===== src/card_if_pkg.sv =====
// Package with modes, decode classes, carried structs and constants of the card host interface
package card_if_pkg;

  // Interface personality: strap at power-up picks ATA or not, config register picks memory or I/O
  typedef enum logic [1:0] {
    MODE_MEMORY,
    MODE_IO,
    MODE_IDE
  } mode_type;

  // Register space chosen by one access
  typedef enum logic [2:0] {
    SEL_NONE,                      // No access decoded
    SEL_COMMON,                    // Common memory (memory mapped registers)
    SEL_IO_PORT,                   // I/O port registers
    SEL_CIS,                       // Attribute memory, card information bytes
    SEL_CONFIG,                    // Attribute memory, configuration registers
    SEL_TASKFILE,                  // ATA task file
    SEL_CTRL_BLOCK                 // Alternate status / device control
  } space_type;

  // Byte lane steering of one access
  typedef enum logic [2:0] {
    LANE_NONE,                     // Data bus not driven
    LANE_EVEN_LOW,                 // Even byte on low lane
    LANE_ODD_LOW,                  // Odd byte on low lane (8-bit host)
    LANE_ODD_HIGH,                 // Odd byte on high lane
    LANE_WORD                      // Both bytes
  } lane_dummy_type;

  localparam int ADDR_W        = 11;               // Host address lines
  localparam int DATA_W        = 16;               // Host data lines
  localparam int BYTE_W        = 8;                // One byte lane
  localparam int TF_ADDR_W     = 3;                // Task file index width
  localparam logic [10:0] CONFIG_BASE = 11'h200;   // Configuration registers in attribute space
  localparam int ADDR_LSB      = 0;                // Byte select bit position

  // Access request from the host pins, already synchronised
  typedef struct packed {
    logic [10:0] addr;             // Address lines
    logic        attrSel;          // Attribute space select, active high
    logic        enLow;            // First card enable / task file select, active high
    logic        enHigh;           // Second card enable / control block select, active high
  } host_req_type;

  // Decoded access toward the card core
  typedef struct packed {
    space_type   space;            // Selected register space
    logic [10:0] offset;           // Byte address within the space
    logic        evenByte;         // Even byte accessed
    logic        oddByte;          // Odd byte accessed
    logic        oddOnLow;         // Odd byte steered to the low lane
  } access_type;

endpackage : card_if_pkg


===== src/card_host_signal_interface.sv =====
`timescale 1ns/1ps
// Host signal handling of a removable flash card: decode, lanes, fixed outputs, alert, master/slave
module card_host_signal_interface (
  input  wire logic        clk_sys,            // System clock, 40 MHz
  input  wire logic        srst,               // Synchronous reset, active high
  input  wire logic        powerUpOe_n,        // Output enable pin level at power up
  input  wire logic [10:0] hostAddr,           // Host address lines
  input  wire logic        attrSelect_n,       // Attribute space select, active low
  input  wire logic        card_enable_low_n,  // First card enable / task file select
  input  wire logic        card_enable_high_n, // Second card enable / control block select
  input  wire logic        cable_select_n,     // Cable select pin (pulled up outside)
  input  wire logic        dataXfer,           // Core: current access is a 16-bit data transfer
  input  wire logic        readCycle,          // Core: current access is a read
  input  wire logic [15:0] coreRdData,         // Core: read word, even byte in low bits
  input  wire logic [15:0] hostDataIn,         // Data lines as seen from the pins
  input  wire logic        ready_busy_state,   // Core: ready (1) or busy (0)
  input  wire logic        writeProtect,       // Core: write protect state
  input  wire logic        alertEnable,        // Core: alert enable from config and status register
  input  wire logic        ioModeSel,          // Core: I/O interface configured by the config register
  input  wire logic        pass_diag_n_in,     // Pass diagnostic pin level
  input  wire logic        passDiagAssert,     // Core: assert pass diagnostic
  input  wire logic        drive_active_slave_present_n_in, // Drive active/slave present pin level
  input  wire logic        driveActiveAssert,  // Core: assert drive active/slave present
  output card_if_pkg::mode_type   mode,        // Interface personality
  output card_if_pkg::access_type access,      // Decoded access toward the core
  output logic [15:0]      hostDataOut,        // Data lines driven to host
  output logic [15:0]      hostDataOe,         // Output enable per data line
  output logic [15:0]      coreWrData,         // Write data steered into byte order
  output logic             isMaster,           // IDE: configured as master
  output logic             batt_detect_one,    // First battery detect / alert pin value
  output logic             batt_detect_one_oe, // Enable for that pin
  output logic             batt_detect_two,    // Second battery detect / audio pin value
  output logic             batt_detect_two_oe, // Enable for that pin
  output logic             pass_diag_n_out,    // Pass diagnostic pin value
  output logic             pass_diag_n_oe,     // Pass diagnostic drive enable
  output logic             drive_active_slave_present_n_out, // Drive active pin value
  output logic             drive_active_slave_present_n_oe,  // Drive active drive enable
  output logic             insert_detect_a_n,  // First insert detect, tied low
  output logic             insert_detect_b_n   // Second insert detect, tied low
);

  // Synchronised pin inputs
  logic [10:0] addrSync;      // Address lines
  logic [3:0]  ctlSync;       // Attribute select, two enables, cable select (active low)
  logic [2:0]  miscSync;      // Output enable, diag pin, active pin
  logic [15:0] dataSync;      // Data lines

  pin_sync #(.WIDTH(11)) uAddrSync (
    .clk_sys (clk_sys),
    .srst    (srst),
    .rstVal  (11'h000),
    .din     (hostAddr),
    .dout    (addrSync)
  );

  pin_sync #(.WIDTH(4)) uCtlSync (
    .clk_sys (clk_sys),
    .srst    (srst),
    .rstVal  (4'hF),
    .din     ({attrSelect_n, card_enable_low_n, card_enable_high_n, cable_select_n}),
    .dout    (ctlSync)
  );

  pin_sync #(.WIDTH(3)) uMiscSync (
    .clk_sys (clk_sys),
    .srst    (srst),
    .rstVal  (3'h7),
    .din     ({powerUpOe_n, pass_diag_n_in, drive_active_slave_present_n_in}),
    .dout    (miscSync)
  );

  pin_sync #(.WIDTH(16)) uDataSync (
    .clk_sys (clk_sys),
    .srst    (srst),
    .rstVal  (16'h0000),
    .din     (hostDataIn),
    .dout    (dataSync)
  );

  card_if_pkg::host_req_type req;  // Request in active-high form
  assign req = '{addr: addrSync, attrSel: ~ctlSync[3], enLow: ~ctlSync[2], enHigh: ~ctlSync[1]};

  // Mode strap state
  card_if_pkg::mode_type modeR_r;     // Current mode
  card_if_pkg::mode_type modeR_nxt;   // Next mode
  logic [1:0]            strapCnt_r;    // Edges since reset release, stops at 3
  logic [1:0]            strapCnt_nxt;  // Next edge count
  logic                  master_r;      // Master/slave setting
  logic                  master_nxt;    // Next master/slave

  // Strap capture: the synchroniser holds reset values, so wait until the pin level reaches its output
  always_comb begin
    modeR_nxt    = modeR_r;
    strapCnt_nxt = strapCnt_r;
    master_nxt   = master_r;
    if (strapCnt_r != 2'h3) begin
      strapCnt_nxt = strapCnt_r + 2'h1;
    end
    if (strapCnt_r == 2'h2) begin
      modeR_nxt = miscSync[2] ? card_if_pkg::MODE_MEMORY : card_if_pkg::MODE_IDE;
    end else if (strapCnt_r == 2'h3 && modeR_r != card_if_pkg::MODE_IDE) begin
      modeR_nxt = ioModeSel ? card_if_pkg::MODE_IO : card_if_pkg::MODE_MEMORY;   // Configured personality
    end
    if (modeR_r == card_if_pkg::MODE_IDE) begin
      master_nxt = ~ctlSync[0];   // Grounded pin means master
    end else begin
      master_nxt = 1'b0;          // Pin ignored outside IDE mode
    end
  end

  // Strap registers
  always_ff @(posedge clk_sys) begin
    if (srst) begin
      modeR_r     <= card_if_pkg::MODE_MEMORY;
      strapCnt_r  <= 2'h0;
      master_r    <= 1'b0;
    end else begin
      modeR_r     <= modeR_nxt;
      strapCnt_r  <= strapCnt_nxt;
      master_r    <= master_nxt;
    end
  end

  assign mode     = modeR_r;
  assign isMaster = master_r;

  // Decode of space and byte lanes
  card_if_pkg::access_type acc;   // Combinational decode
  always_comb begin
    acc = '{space: card_if_pkg::SEL_NONE, offset: 11'h000, evenByte: 1'b0, oddByte: 1'b0, oddOnLow: 1'b0};
    unique case (modeR_r)
      card_if_pkg::MODE_IDE: begin
        if (req.enLow || req.enHigh) begin
          // Only the low three address bits matter; upper bits grounded by host
          acc.offset   = {8'h00, req.addr[card_if_pkg::TF_ADDR_W-1:0]};
          acc.space    = req.enLow ? card_if_pkg::SEL_TASKFILE : card_if_pkg::SEL_CTRL_BLOCK;
          acc.evenByte = 1'b1;
          acc.oddByte  = req.enLow && dataXfer && req.addr[2:0] == 3'h0; // Word only for data
        end
      end
      default: begin
        if (req.enLow || req.enHigh) begin
          acc.offset = req.addr;
          if (!req.attrSel) begin
            acc.space = (modeR_r == card_if_pkg::MODE_IO) ? card_if_pkg::SEL_IO_PORT : card_if_pkg::SEL_COMMON;
          end else if (req.addr >= card_if_pkg::CONFIG_BASE) begin
            acc.space = card_if_pkg::SEL_CONFIG;
          end else begin
            acc.space = card_if_pkg::SEL_CIS;
          end
          if (req.enHigh) begin
            acc.oddByte = 1'b1;
          end
          if (req.enLow && req.enHigh) begin
            acc.evenByte = 1'b1;                                     // Word access
          end else if (req.enLow) begin
            acc.evenByte = ~req.addr[card_if_pkg::ADDR_LSB];
            acc.oddByte  = req.addr[card_if_pkg::ADDR_LSB];
            acc.oddOnLow = req.addr[card_if_pkg::ADDR_LSB];          // Odd byte on low lane
          end
        end
      end                                                            // Neither enable: nothing
    endcase
  end

  // Registered data path state
  card_if_pkg::access_type accR_r;   // Registered decode
  logic [15:0] dOut_r, dOut_nxt;     // Data out
  logic [15:0] dOe_r, dOe_nxt;       // Data enables
  logic [15:0] wr_r, wr_nxt;         // Write data

  // Lane steering of read and write data
  always_comb begin
    dOut_nxt = 16'h0000;
    dOe_nxt  = 16'h0000;                                             // Undriven unless selected
    wr_nxt   = wr_r;
    if (acc.oddOnLow) begin
      dOut_nxt[7:0] = coreRdData[15:8];
      wr_nxt[15:8]  = dataSync[7:0];
      dOe_nxt[7:0]  = {8{readCycle}};
    end else begin
      if (acc.evenByte) begin
        dOut_nxt[7:0] = coreRdData[7:0];                             // Even byte low lane
        wr_nxt[7:0]   = dataSync[7:0];
        dOe_nxt[7:0]  = {8{readCycle}};
      end
      if (acc.oddByte) begin
        dOut_nxt[15:8] = coreRdData[15:8];                           // Odd byte high lane
        wr_nxt[15:8]   = dataSync[15:8];
        dOe_nxt[15:8]  = {8{readCycle}};
      end
    end
  end

  // Data path registers
  always_ff @(posedge clk_sys) begin
    if (srst) begin
      accR_r <= '{space: card_if_pkg::SEL_NONE, offset: 11'h000, evenByte: 1'b0, oddByte: 1'b0, oddOnLow: 1'b0};
      dOut_r <= 16'h0000;
      dOe_r  <= 16'h0000;
      wr_r   <= 16'h0000;
    end else begin
      accR_r <= acc;
      dOut_r <= dOut_nxt;
      dOe_r  <= dOe_nxt;
      wr_r   <= wr_nxt;
    end
  end

  assign access      = accR_r;
  assign hostDataOut = dOut_r;
  assign hostDataOe  = dOe_r;
  assign coreWrData  = wr_r;

  // Status change alert state
  logic [1:0] prevState_r, prevState_nxt; // Last ready/protect values
  logic       alert_r, alert_nxt;         // Alert latched, pin low while set

  // Alert on change of ready or protect; clear wins over a new change
  always_comb begin
    prevState_nxt = {ready_busy_state, writeProtect};
    alert_nxt     = alert_r;
    if (modeR_r != card_if_pkg::MODE_IO || !alertEnable) begin
      alert_nxt = 1'b0;
    end
    if (modeR_r == card_if_pkg::MODE_IO && alertEnable &&
        prevState_r != {ready_busy_state, writeProtect}) begin
      alert_nxt = 1'b1;
    end
  end

  // Alert registers
  always_ff @(posedge clk_sys) begin
    if (srst) begin
      prevState_r <= 2'h0;
      alert_r     <= 1'b0;
    end else begin
      prevState_r <= prevState_nxt;
      alert_r     <= alert_nxt;
    end
  end

  // Dual-use pins per mode
  always_comb begin
    batt_detect_one    = 1'b1;
    batt_detect_one_oe = 1'b0;
    batt_detect_two    = 1'b1;
    batt_detect_two_oe = 1'b0;
    pass_diag_n_out    = 1'b1;
    pass_diag_n_oe     = 1'b0;
    drive_active_slave_present_n_out = 1'b1;
    drive_active_slave_present_n_oe  = 1'b0;
    unique case (modeR_r)
      card_if_pkg::MODE_MEMORY: begin
        batt_detect_one_oe = 1'b1;
        batt_detect_two_oe = 1'b1;
      end
      card_if_pkg::MODE_IO: begin
        batt_detect_one    = ~alert_r;                               // Alert pulls low
        batt_detect_one_oe = 1'b1;
        batt_detect_two_oe = 1'b1;                                   // Audio held high
      end
      card_if_pkg::MODE_IDE: begin
        pass_diag_n_out = 1'b0;                                      // Open drain style
        pass_diag_n_oe  = passDiagAssert;
        drive_active_slave_present_n_out = 1'b0;
        drive_active_slave_present_n_oe  = driveActiveAssert;
      end
      default: begin
      end
    endcase
  end

  assign insert_detect_a_n = 1'b0;
  assign insert_detect_b_n = 1'b0;

endmodule : card_host_signal_interface


===== src/pin_sync.sv =====
`timescale 1ns/1ps
// Two flip-flop synchroniser for a group of pin inputs
module pin_sync #(
  parameter int WIDTH = 1          // Number of bits synchronised
) (
  input  wire logic             clk_sys,  // System clock
  input  wire logic             srst,     // Synchronous reset, active high
  input  wire logic [WIDTH-1:0] rstVal,   // Level taken during reset (constant at use)
  input  wire logic [WIDTH-1:0] din,      // Asynchronous input
  output logic      [WIDTH-1:0] dout      // Synchronised output
);

  logic [WIDTH-1:0] stage1_r;  // First stage, read only by the second
  logic [WIDTH-1:0] stage2_r;  // Second stage

  // Two registers in series
  always_ff @(posedge clk_sys) begin
    if (srst) begin
      stage1_r <= rstVal;
      stage2_r <= rstVal;
    end else begin
      stage1_r <= din;
      stage2_r <= stage1_r;
    end
  end

  assign dout = stage2_r;

endmodule : pin_sync


===== config.mk =====
export PLATFORM = sky130hd
export DESIGN_NAME = card_host_signal_interface
export DESIGN_NICKNAME = d
export VERILOG_FILES = /design/src/card_if_pkg.sv /design/src/card_host_signal_interface.sv /design/src/pin_sync.sv
export SDC_FILE = /design/constraint.sdc
export NUM_CORES = 1
export LEC_CHECK = 0
export BUFFER_PORTS_ARGS = -buffer_cell sky130_fd_sc_hd__buf_2
export CAP_MARGIN = 10
export CORE_ASPECT_RATIO = 2
export CORE_MARGIN = 1.5
export CORE_UTILIZATION = 50
export DETAILED_ROUTE_END_ITERATION = 8
export PLACE_DENSITY = 0.89
export SLEW_MARGIN = 10
export SYNTH_ARGS = -nofsm -noshare
export SYNTH_HDL_FRONTEND = slang
export SYNTH_SLANG_ARGS = --single-unit

===== constraint.sdc =====
create_clock -name clk_sys -period 4.07 [get_ports clk_sys]
set_clock_uncertainty 0.1 [all_clocks]
set_input_delay 0.2035 -clock clk_sys [delete_from_list [all_inputs] [get_ports clk_sys]]
set_output_delay 0.2035 -clock clk_sys [all_outputs]
set_load 0.01 [all_outputs]

==> qor.txt, run 1 <==
FF/Latch Area: 2462 sq um
Register share of total power: 41.2%
Outcome: finished clean
Clk sinks: 123
Initial Utilization: 51.08%
Final setup vio count: 0
Worst Tran Pin Value: 1.040 ns
Max H-tree Level: 4
Post-Syn Area: 4028 sq um
Clk slew on worst S/H paths: 0.06 ns
CP Class: register to register
Max-slew violations: 0
Fin area: 5758 sq um
Worst-skew pair later-pin latency: 0.40 ns
Drt drc: 0
Max_slew headroom: 30.26%
WL final: 8.609 mm
Final Hold Fails: 0
P_int: 2496 uW
Placed inst area: 4567 sq um
Worst EP arrival: 2.86 ns
Initial antenna violation count: 0
Die Footprint: 8635 sq um
Yosys reg bits: 123
Number of distinct library cells after synthesis: 42
Clock root buffer: clkbuf_16
Initial DRT Pass Iterations: 4
RSZ-0062 raised after global routing: no
Syn avg cell area: 10.54 sq um
Drt wl/cell: 13.10 um
Clock share of power: 52.6%
Layout Nets: 610
WHS: 0.08328 ns
Total I/O pin count: 138
Post-synth top cells: dfxtp_1 (123), nor2b_1 (56), nand2_1 (36)
Share of the synthesized area in the top cell type: 61.14%
P&R area growth vs syn: 42.96%
Num rows: 46
Postcts setup bufs: 0
CP Launch Type: register
Required @ worst endpoint: 4.30 ns
P_leak: 0.002637 uW
Average vias per placed instance: 4.749
Yosys warnings: 0
CTS tree: yes
Post-synth EDFFs: 0
Post-synth top flop: dfxtp_1
Placer Congestion: 0.8093
Via count: 3120
Fmax: 381.0 MHz
Switching Share: 19.60%
Critical path endpoint category: register
Async SR Flop Fraction: 0%
TNS Setup: 0 ns
Fraction of layout cells with a size suffix above 1: 32.44%
Final ANT Viol Nets: 0
DIE HEIGHT: 129.9 um
Tot GR Track Use: 21.03%
VDD IR max: 0.3594 mV
Combinational power share: 6.3%
Synth area leader: dfxtp_1
Dpl hpwl: 5.340 mm
CTS buffer count: 17
Hold buffers post-CTS: 53
Final Critical Period: 2.625 ns
Max_cap viols: 0
Max clock buf depth: 2
Area of the multi-input gates: 1306 sq um
Core area: 7885 sq um
Fillers: 546
Pin count of the biggest net entering global routing: 105
Cell count after synthesis: 382
Period utilisation layout: 64.50%
Detailed Route Iter0 Violations: 173
Die Wd: 66.47 um
Main area contributors after synthesis: dfxtp_1 (61%), nor2b_1 (8.7%), buf_4 (3.7%)
Post-cts resize count: 0
Hold WC Path Type: primary input to register
First-pass GRT wire length: 13.47 mm
Number of global-route vias before repair: 2952
Max FO, Critical Path: 16
Psw: 608.3 uW
Antenna fix cells: 0
PD cells: 539.1 nW/um^2
Seq/Total Area, Yosys: 61.14%
Top-count cell post-synth: dfxtp_1
PortBufs: 132
Congestion Overflow GR: 0
## worst max-delay path, cell delays in order, from the launching register on
cell           delay, ns
dfxtp_1             0.51
nor2b_2             0.21
nor3_2              0.86
a22oi_1             0.20
dlygate4sd3_1       0.60
nor2_1              0.08
## cell usage in the layout (no fill, tap or decap), types with 2 or more instances in the layout
master         instances
or2_2                 10
ha_1                   2
nor2_1                21
and2_1                15
bufinv_16              5
clkbuf_8               3
dlygate4sd3_1         53
nand2b_1               2
xor2_1                 3
nor2b_1               56
inv_1                  4
dfxtp_1              123
a221oi_1               2
a311oi_1               8
nor3_1                10
buf_2                131
clkinv_4               2
a21oi_1               12
and3_1                 8
conb_1                 3
a22oi_1                8
clkbuf_16             17
nand2_1               36
clkinv_2               3
o21a_1                 2
## path summary, 6_finish.rpt
kind	start	to	slack [ns]	cells past startpoint
min reg2reg	uCtlSync.stage1_r[2]$_SDFF_PP1_	uCtlSync.dout[2]$_SDFF_PP1_	0.30	1
max	mode[0]$_SDFFE_PP0P_	hostDataOut[1]$_SDFF_PP0_	1.45	5
max reg2reg	mode[0]$_SDFFE_PP0P_	hostDataOut[1]$_SDFF_PP0_	1.45	5
min	alertEnable	alert_r$_SDFFE_PP0P_	0.08	3
## sequential cells by signal (all words and copies together) (netlist names)
| name | cells |
|---|---|
| alert_r | 1 |
| strapCnt_r | 2 |
| prevState_r | 2 |
| hostDataOe | 2 |
| uAddrSync.stage1_r | 11 |
| hostDataOut | 16 |
| uMiscSync.dout | 1 |
| access | 17 |
| uDataSync.dout | 16 |
| uCtlSync.dout | 4 |
| mode | 2 |
| uMiscSync.stage1_r | 1 |
| uDataSync.stage1_r | 16 |
| isMaster | 1 |
| uAddrSync.dout | 11 |
| uCtlSync.stage1_r | 4 |
| coreWrData | 16 |
## cell families (layout without fill, tap and decap cells)
group | count (synthesis) | count (layout) | synth area share (%)
compound gates | 39 | 39 | 7.425
xor+xnor | 3 | 3 | 0.6525
fa+ha+maj | 2 | 2 | 0.6212
buf+inv | 43 | 221 | 6.523
flops | 123 | 123 | 61.14
mux | 1 | 1 | 0.2796
other cells | 2 | 3 | 0.1865
simple gates | 169 | 169 | 23.18
## cell type report
class	count	share of cell area, %
flip-flops and latches	123	42.76
multi-input cells	217	22.69
repair buffers	185	20.73
clock buffers	21	8.170
clock inverters	11	3.303
well taps	96	2.086
inverters	4	0.2608
## power groups by stage
stage                     Combinational, uW  Clock, uW  Sequential, uW
final                                   194       1630            1280
after global routing                    216       1710            1280
after CTS                               194       1650            1280
after detailed placement                153          0            1300
after global placement                  147          0            1300
after floorplan                         101          0            1300
## metrics by stage
step / instances / total power, uW / util (%) / setup WS, ns
finish: 657 / 3104 / 73.02 / 1.445
detailed placement: 572 / 1456 / 57.92 / 1.608
global placement: 572 / 1447 / 57.92 / 1.686
CTS: 657 / 3121 / 73.02 / 1.465
floorplan: 383 / 1402 / - / 2.400
global route: 657 / 3207 / 73.02 / 1.237
## routing by layer
layer	global-route usage, %	vias to the layer above	wire (um)
met4	12.61	0	357
li1	-	1553	-
met1	20.37	1412	3050
met2	38.41	128	4793
met5	0	-	0
met3	5.517	27	408
(Power assumes the default switching activity.)
==> inputs of run 2 (changes only) <==
CORE_UTILIZATION = 49   (was 50)
PLACE_DENSITY = 0.87   (was 0.89)
clock period = 2.5 ns   (was 4.07 ns; I/O delays follow)
==> run 2 against run 1 <==
  * Clock-buffer cell count did not move
  * Die area rose by 2.0%
  * Clock power rose by 62%
  * Largest power group unchanged
==> qor.txt, run 2 (synthesis gave the netlist of run 1 again) <==
Num rows: 46 (unchanged)
Core area: 7943 sq um (+0.73%)
PortBufs: 132 (unchanged)
Die Footprint: 8805 sq um (+2.0%)
Fin area: 5771 sq um (+0.22%)
Max H-tree Level: 4 (unchanged)
Period utilisation layout: 80.68% (+16 points)
Final ANT Viol Nets: 0 (unchanged)
Drt wl/cell: 13.40 um (+2.2%)
CP Class: register to register
Reg-to-reg setup timing slack: 0.48 ns (-0.96 ns)
Tot GR Track Use: 21.15% (+0.12 points)
Final setup vio count: 0 (unchanged)
Dpl ws: 0.5286 ns (-1.080 ns)
Worst Tran Pin Value: 0.6859 ns (-0.3546 ns)
Clock root buffer: clkbuf_16
Placed Cells: 575 (+0.52%)
CTS buffer count: 17 (unchanged)
Via count: 3200 (+2.6%)
Clk sinks: 123 (unchanged)
Critical path endpoint category: register
CTS tree: yes
Detailed Route Iter0 Violations: 177 (+2.3%)
Fmax: 495.8 MHz (+30%)
Worst-skew pair later-pin latency: 0.40 ns (about the same)
Fin util: 72.65% (-0.37 points)
DIE HEIGHT: 131.2 um (+0.99%)
Final worst slack: 0.4829 ns (-0.9621 ns)
Fillers: 561 (+2.7%)
Worst EP arrival: 2.25 ns (-0.61 ns)
Initial DRT Pass Iterations: 4 (unchanged)
Commonest non-fill, non-tap cell in the layout: buf_2
Fraction of layout cells with a size suffix above 1: 32.62% (+0.18 points)
RSZ-0062 raised after global routing: no
Drt drc: 0 (unchanged)
Hold WC Path Type: primary input to register
Area of the multi-input gates: 1306 sq um (unchanged)
TNS Setup: 0 ns (unchanged)
Max-slew violations: 0 (unchanged)
CP Launch Type: register
Average vias per placed instance: 4.848 (+2.1%)
Required @ worst endpoint: 2.73 ns (-1.57 ns)
P&R area growth vs syn: 43.27%
Placed inst area: 4589 sq um (+0.49%)
VDD IR max: 0.6515 mV (+81%)
Clk slew on worst S/H paths: 0.06 ns (about the same)
P_leak: 0.002649 uW (+0.48%)
Max reg flops: 17 (unchanged)
Number of global-route vias before repair: 3001 (+1.7%)
Max FO, Critical Path: 11 (-5)
Die Wd: 67.11 um (+0.96%)
Pin count of the biggest net entering global routing: 59 (-44%)
PD cells: 874.4 nW/um^2 (+62%)
Dpl hpwl: 5.451 mm (+2.1%)
Final Critical Period: 2.017 ns (-0.6079 ns)
Layout Nets: 613 (+0.49%)
Antenna fix cells: 0 (unchanged)
Commonest non-fill, non-tap cells in the layout: buf_2 (131), dfxtp_1 (123), nor2b_1 (56)
Congestion Overflow GR: 0 (unchanged)
Placer Congestion: 0.7330 (-9.4%)
Total I/O pin count: 138 (unchanged)
Max clock buf depth: 2 (unchanged)
Initial antenna violation count: 0 (unchanged)
Max_slew headroom: 54.28% (+24 points)
Outcome: finished clean
Non-Filler Instances: 660 (+0.46%)
First-pass GRT wire length: 13.72 mm (+1.9%)
Initial Utilization: 50.71% (-0.37 points)
WL final: 8.842 mm (+2.7%)
FF/Latch Area: 2462 sq um (unchanged)
Final Hold Fails: 0 (unchanged)
Max_cap viols: 0 (unchanged)
[run 2: timing repair]
action	in CTS	in global routing
buffers inserted	0	0
hold buffers	53	0
hold endpoints to repair	54	0
resized for setup	0	0
[run 2: cell type report]
cell class	instances	area share, %
flip-flops and latches	123	42.67
multi-input cells	217	22.64
well taps	96	2.082
repair buffers	188	21.08
inverters	4	0.2602
clock buffers	21	7.979
clock inverters	11	3.296
[run 2: where the power goes]
part / switching [uW] / internal [uW] / leakage (uW)
clock: 824 / 1820 / 0.000317
combinational: 143 / 177 / 0.00132
sequential: 40.0 / 2040 / 0.00101
total: 1010 / 4040 / 0.00265
[run 2: critical path, cell delays in order, from the launching register on]
cell and delay, ns:
dfxtp_1 0.50, nor2b_2 0.09, buf_4 0.19, nor3_2 0.53, buf_4 0.28, a22oi_1 0.10
nor2_1 0.15
[run 2: routing by layer]
| layer | routed length [um] | GRT usage [%] | vias up |
|---|---|---|---|
| li1 | - | - | 1564 |
| met1 | 3050 | 19.47 | 1456 |
| met4 | 442 | 12.70 | 0 |
| met3 | 561 | 7.791 | 36 |
| met5 | 0 | 0 | - |
| met2 | 4788 | 37.24 | 144 |
[run 2: final timing paths]
kind | end | start | depth (start not counted)
max | hostDataOut[6]$_SDFF_PP0_ | mode[0]$_SDFFE_PP0P_ | 6
min | mode[1]$_SDFFE_PP0P_ | srst | 2
max reg2reg | hostDataOut[6]$_SDFF_PP0_ | mode[0]$_SDFFE_PP0P_ | 6
min reg2reg | uCtlSync.dout[2]$_SDFF_PP1_ | uCtlSync.stage1_r[2]$_SDFF_PP1_ | 1
[run 2: stage by stage]
stage / total power [uW] / hold slack (ns)
after floorplan: 2282 / 0.1288
after global placement: 2358 / 0.2134
after detailed placement: 2372 / 0.2098
after CTS: 5075 / 0.02764
after global routing: 5211 / 0.06117
final: 5046 / 0.03776
==> inputs of run 3 (changes only) <==
ABC_AREA = 1   (was unset)
CORE_UTILIZATION = 45   (was 49)
PLACE_DENSITY = 0.84   (was 0.87)
clock period = 1.65 ns   (was 2.5 ns; I/O delays follow)
==> run 3 against run 2 <==
  * Area after synthesis up 3.8%
  * Total power up 43%
  * Combinational power up 62%
  * Register-to-register slack worse by 0.34 ns
  * Setup slack worse by 0.39 ns
  * Via count up 11%
  * Hold slack better by 0.026 ns
  * Largest cell class unchanged
==> qor.txt, run 3 <==
Max incr delay on CP: 0.30 ns (-0.23 ns)
Max reg flops: 17 (unchanged)
Average vias per placed instance: 4.464 (-7.9%)
Crit-path slowest cell: dfxtp_1
Period utilisation layout: 94.27%
Critical path endpoint category: primary output
Initial antenna violation count: 0 (unchanged)
Share of the synthesized area in the top cell type: 58.89% (-2.3 points)
Max_cap viols: 0 (unchanged)
Post-synth EDFFs: 0 (unchanged)
Yosys warnings: 0 (unchanged)
Outcome: finished clean
Largest family of logic cells by synthesized area: simple AND/OR/NAND/NOR gates
Max-slew violations: 0 (unchanged)
Worst EP arrival: 1.37 ns (-0.88 ns)
P_leak: 0.003094 uW (+17%)
Seq/Total Area, Yosys: 58.89% (-2.3 points)
Critical Path, Cell by Cell: inv_1 -> nand2_4 -> buf_4 -> nor2_1 -> buf_2
Synth Area in Simple Gates: 22.32% (-0.85 points)
WL final: 9.216 mm (+4.2%)
Top-count cell post-synth: nor2_1
Crit Reg-Reg Startpoint: mode[0]$_SDFFE_PP0P_
Dpl hpwl: 6.123 mm (+12%)
Congestion Overflow GR: 0 (unchanged)
PD cells: 1214 nW/um^2 (+39%)
RSZ-0062 raised after global routing: no
Placed inst area: 4821 sq um (+5.0%)
Detailed Route Iter0 Violations: 159 (-10%)
Initial Utilization: 46.40% (-4.3 points)
Number of global-route vias before repair: 3536 (+18%)
Fin area: 5943 sq um (+3.0%)
CTS buffer count: 17 (unchanged)
Hold WC Path Type: primary input to register
Setup crit start: mode[0]$_SDFFE_PP0P_
Cell count after synthesis: 505 (+32%)
Syn avg cell area: 8.280 sq um (-21%)
Post-Syn Area: 4182 sq um (+3.8%)
CTS tree: yes
Antenna fix cells: 0 (unchanged)
Num rows: 49 (+6.5%)
Core area: 9012 sq um (+13%)
CP Launch Type: register
Max H-tree Level: 4 (unchanged)
Die Footprint: 9914 sq um (+13%)
VDD IR max: 0.7949 mV (+22%)
Crit-path leading delay family: buffers and inverters
Fillers: 734 (+31%)
Synth Area in XOR/XNOR: 0.2095% (-0.44 points)
Worst-skew pair later-pin latency: 0.41 ns (about the same)
Yosys reg bits: 123 (unchanged)
Worst hold start: srst
Post-synthesis mux area share: 0% (-0.28 points)
Fmax: 642.9 MHz
Post-synth top cells: nor2_1 (124), dfxtp_1 (123), inv_1 (97)
Number of distinct library cells after synthesis: 26 (-38%)
PortBufs: 132 (unchanged)
Drt drc: 0 (unchanged)
Synth Area in Adders: 0.5984% (-0.023 points)
P&R area growth vs syn: 42.13%
Die Wd: 71.16 um (+6.0%)
Via count: 3558 (+11%)
Commonest non-fill, non-tap cells in the layout: buf_2 (132), nor2_1 (124), dfxtp_1 (122)
Clk slew on worst S/H paths: 0.06 ns (about the same)
Synth area leader: dfxtp_1
Required @ worst endpoint: 1.47 ns (-1.26 ns)
Layout Nets: 744 (+21%)
Max FO, Critical Path: 9 (-2)
WP buf/inv: 3 (+1)
Placer Congestion: 0.8297 (+13%)
TNS Setup: 0 ns (unchanged)
First-pass GRT wire length: 15.36 mm (+12%)
Drt wl/cell: 11.56 um (-14%)
CP Class: register to primary output
Final Hold Fails: 0 (unchanged)
Main area contributors after synthesis: dfxtp_1 (59%), nor2_1 (11%), inv_1 (8.7%)
Post-synth top flop: dfxtp_1
DIE HEIGHT: 139.3 um (+6.2%)
Initial DRT Pass Iterations: 4 (unchanged)
Async SR Flop Fraction: 0% (unchanged)
Fraction of layout cells with a size suffix above 1: 28.06% (-4.6 points)
Complex-gate fraction of the synthesized area: 3.800% (-3.6 points)
Final setup vio count: 0 (unchanged)
Clock root buffer: clkbuf_16
Pin count of the biggest net entering global routing: 74 (+25%)
WHS: 0.06423 ns (+0.02647 ns)
Final ANT Viol Nets: 0 (unchanged)
Max clock buf depth: 2 (unchanged)
Clk sinks: 123 (unchanged)
Tot GR Track Use: 19.94% (-1.2 points)
Final Critical Period: 1.556 ns
Total I/O pin count: 138 (unchanged)
Commonest non-fill, non-tap cell in the layout: buf_2
-- run 3: metal layers --
| layer | routed length, um | GRT usage, % | up-vias |
|---|---|---|---|
| met5 | 0 | 0 | - |
| met4 | 255 | 9.930 | 0 |
| met3 | 541 | 6.372 | 20 |
| met2 | 5240 | 38.06 | 136 |
| met1 | 3179 | 17.81 | 1576 |
| li1 | - | - | 1826 |
-- run 3: logic make-up (layout without fill, tap and decap cells) --
family	after synthesis	count (layout)
adders and majority gates	2	2
xor gates and xnor gates	1	1
DFF	123	123
and+or+nand+nor	214	214
buffers and inverters	134	323
other	2	3
AOI/OAI and AO/OA	29	29
-- run 3: stage by stage --
step	instances	setup WS (ns)	total power (uW)	utilization [%]
2_1_floorplan	506	0.2922	3461	-
3_3_place_gp	712	0.1912	3605	53.49
3_5_place_dp	712	0.08678	3623	53.49
4_1_cts	797	0.008128	7278	65.88
5_1_grt	797	0.001791	7500	65.94
6_report	797	0.09449	7217	65.94
-- run 3: worst paths after layout --
check | to | slack, ns | cells after the start
worst max-delay path | pass_diag_n_oe | 0.09 | 5
worst max register to register | hostDataOut[1]$_SDFF_PP0_ | 0.14 | 5
worst min-delay path | uDataSync.dout[0]$_SDFF_PP0_ | 0.06 | 3
worst min register to register | uAddrSync.dout[8]$_SDFF_PP0_ | 0.30 | 2
-- run 3: final cells by class --
class	count	area (sq um)	area share, %
clock inverter	14	146.4	2.463
tap	102	127.6	2.147
timing repair buffer	191	1249	21.01
multi-input combinational	249	1142	19.22
sequential	123	2464	41.45
clock buffer	18	439.2	7.389
inverter	100	375.4	6.316
-- run 3: worst min-delay path, delay by kind of cell --
| kind | cells | cell delay (ns) |
|---|---|---|
| buffers and inverters | 2 | 0.31 |
| and+or+nand+nor | 1 | 0.11 |
-- run 3: repair_timing --
action | in CTS | in global routing
resized for setup | 0 | 2
endpoints found under the setup margin | 0 | 13
buffers inserted | 0 | 0
hold buffers | 53 | 0
endpoints found under the hold margin | 54 | 0
-- run 3: where the power goes --
part	internal (uW)	total [uW]	leakage, uW	switching (uW)
clock network	2260	3560	0.000282	1290
logic	259	520	0.00180	261
registers	3090	3140	0.00101	48.9
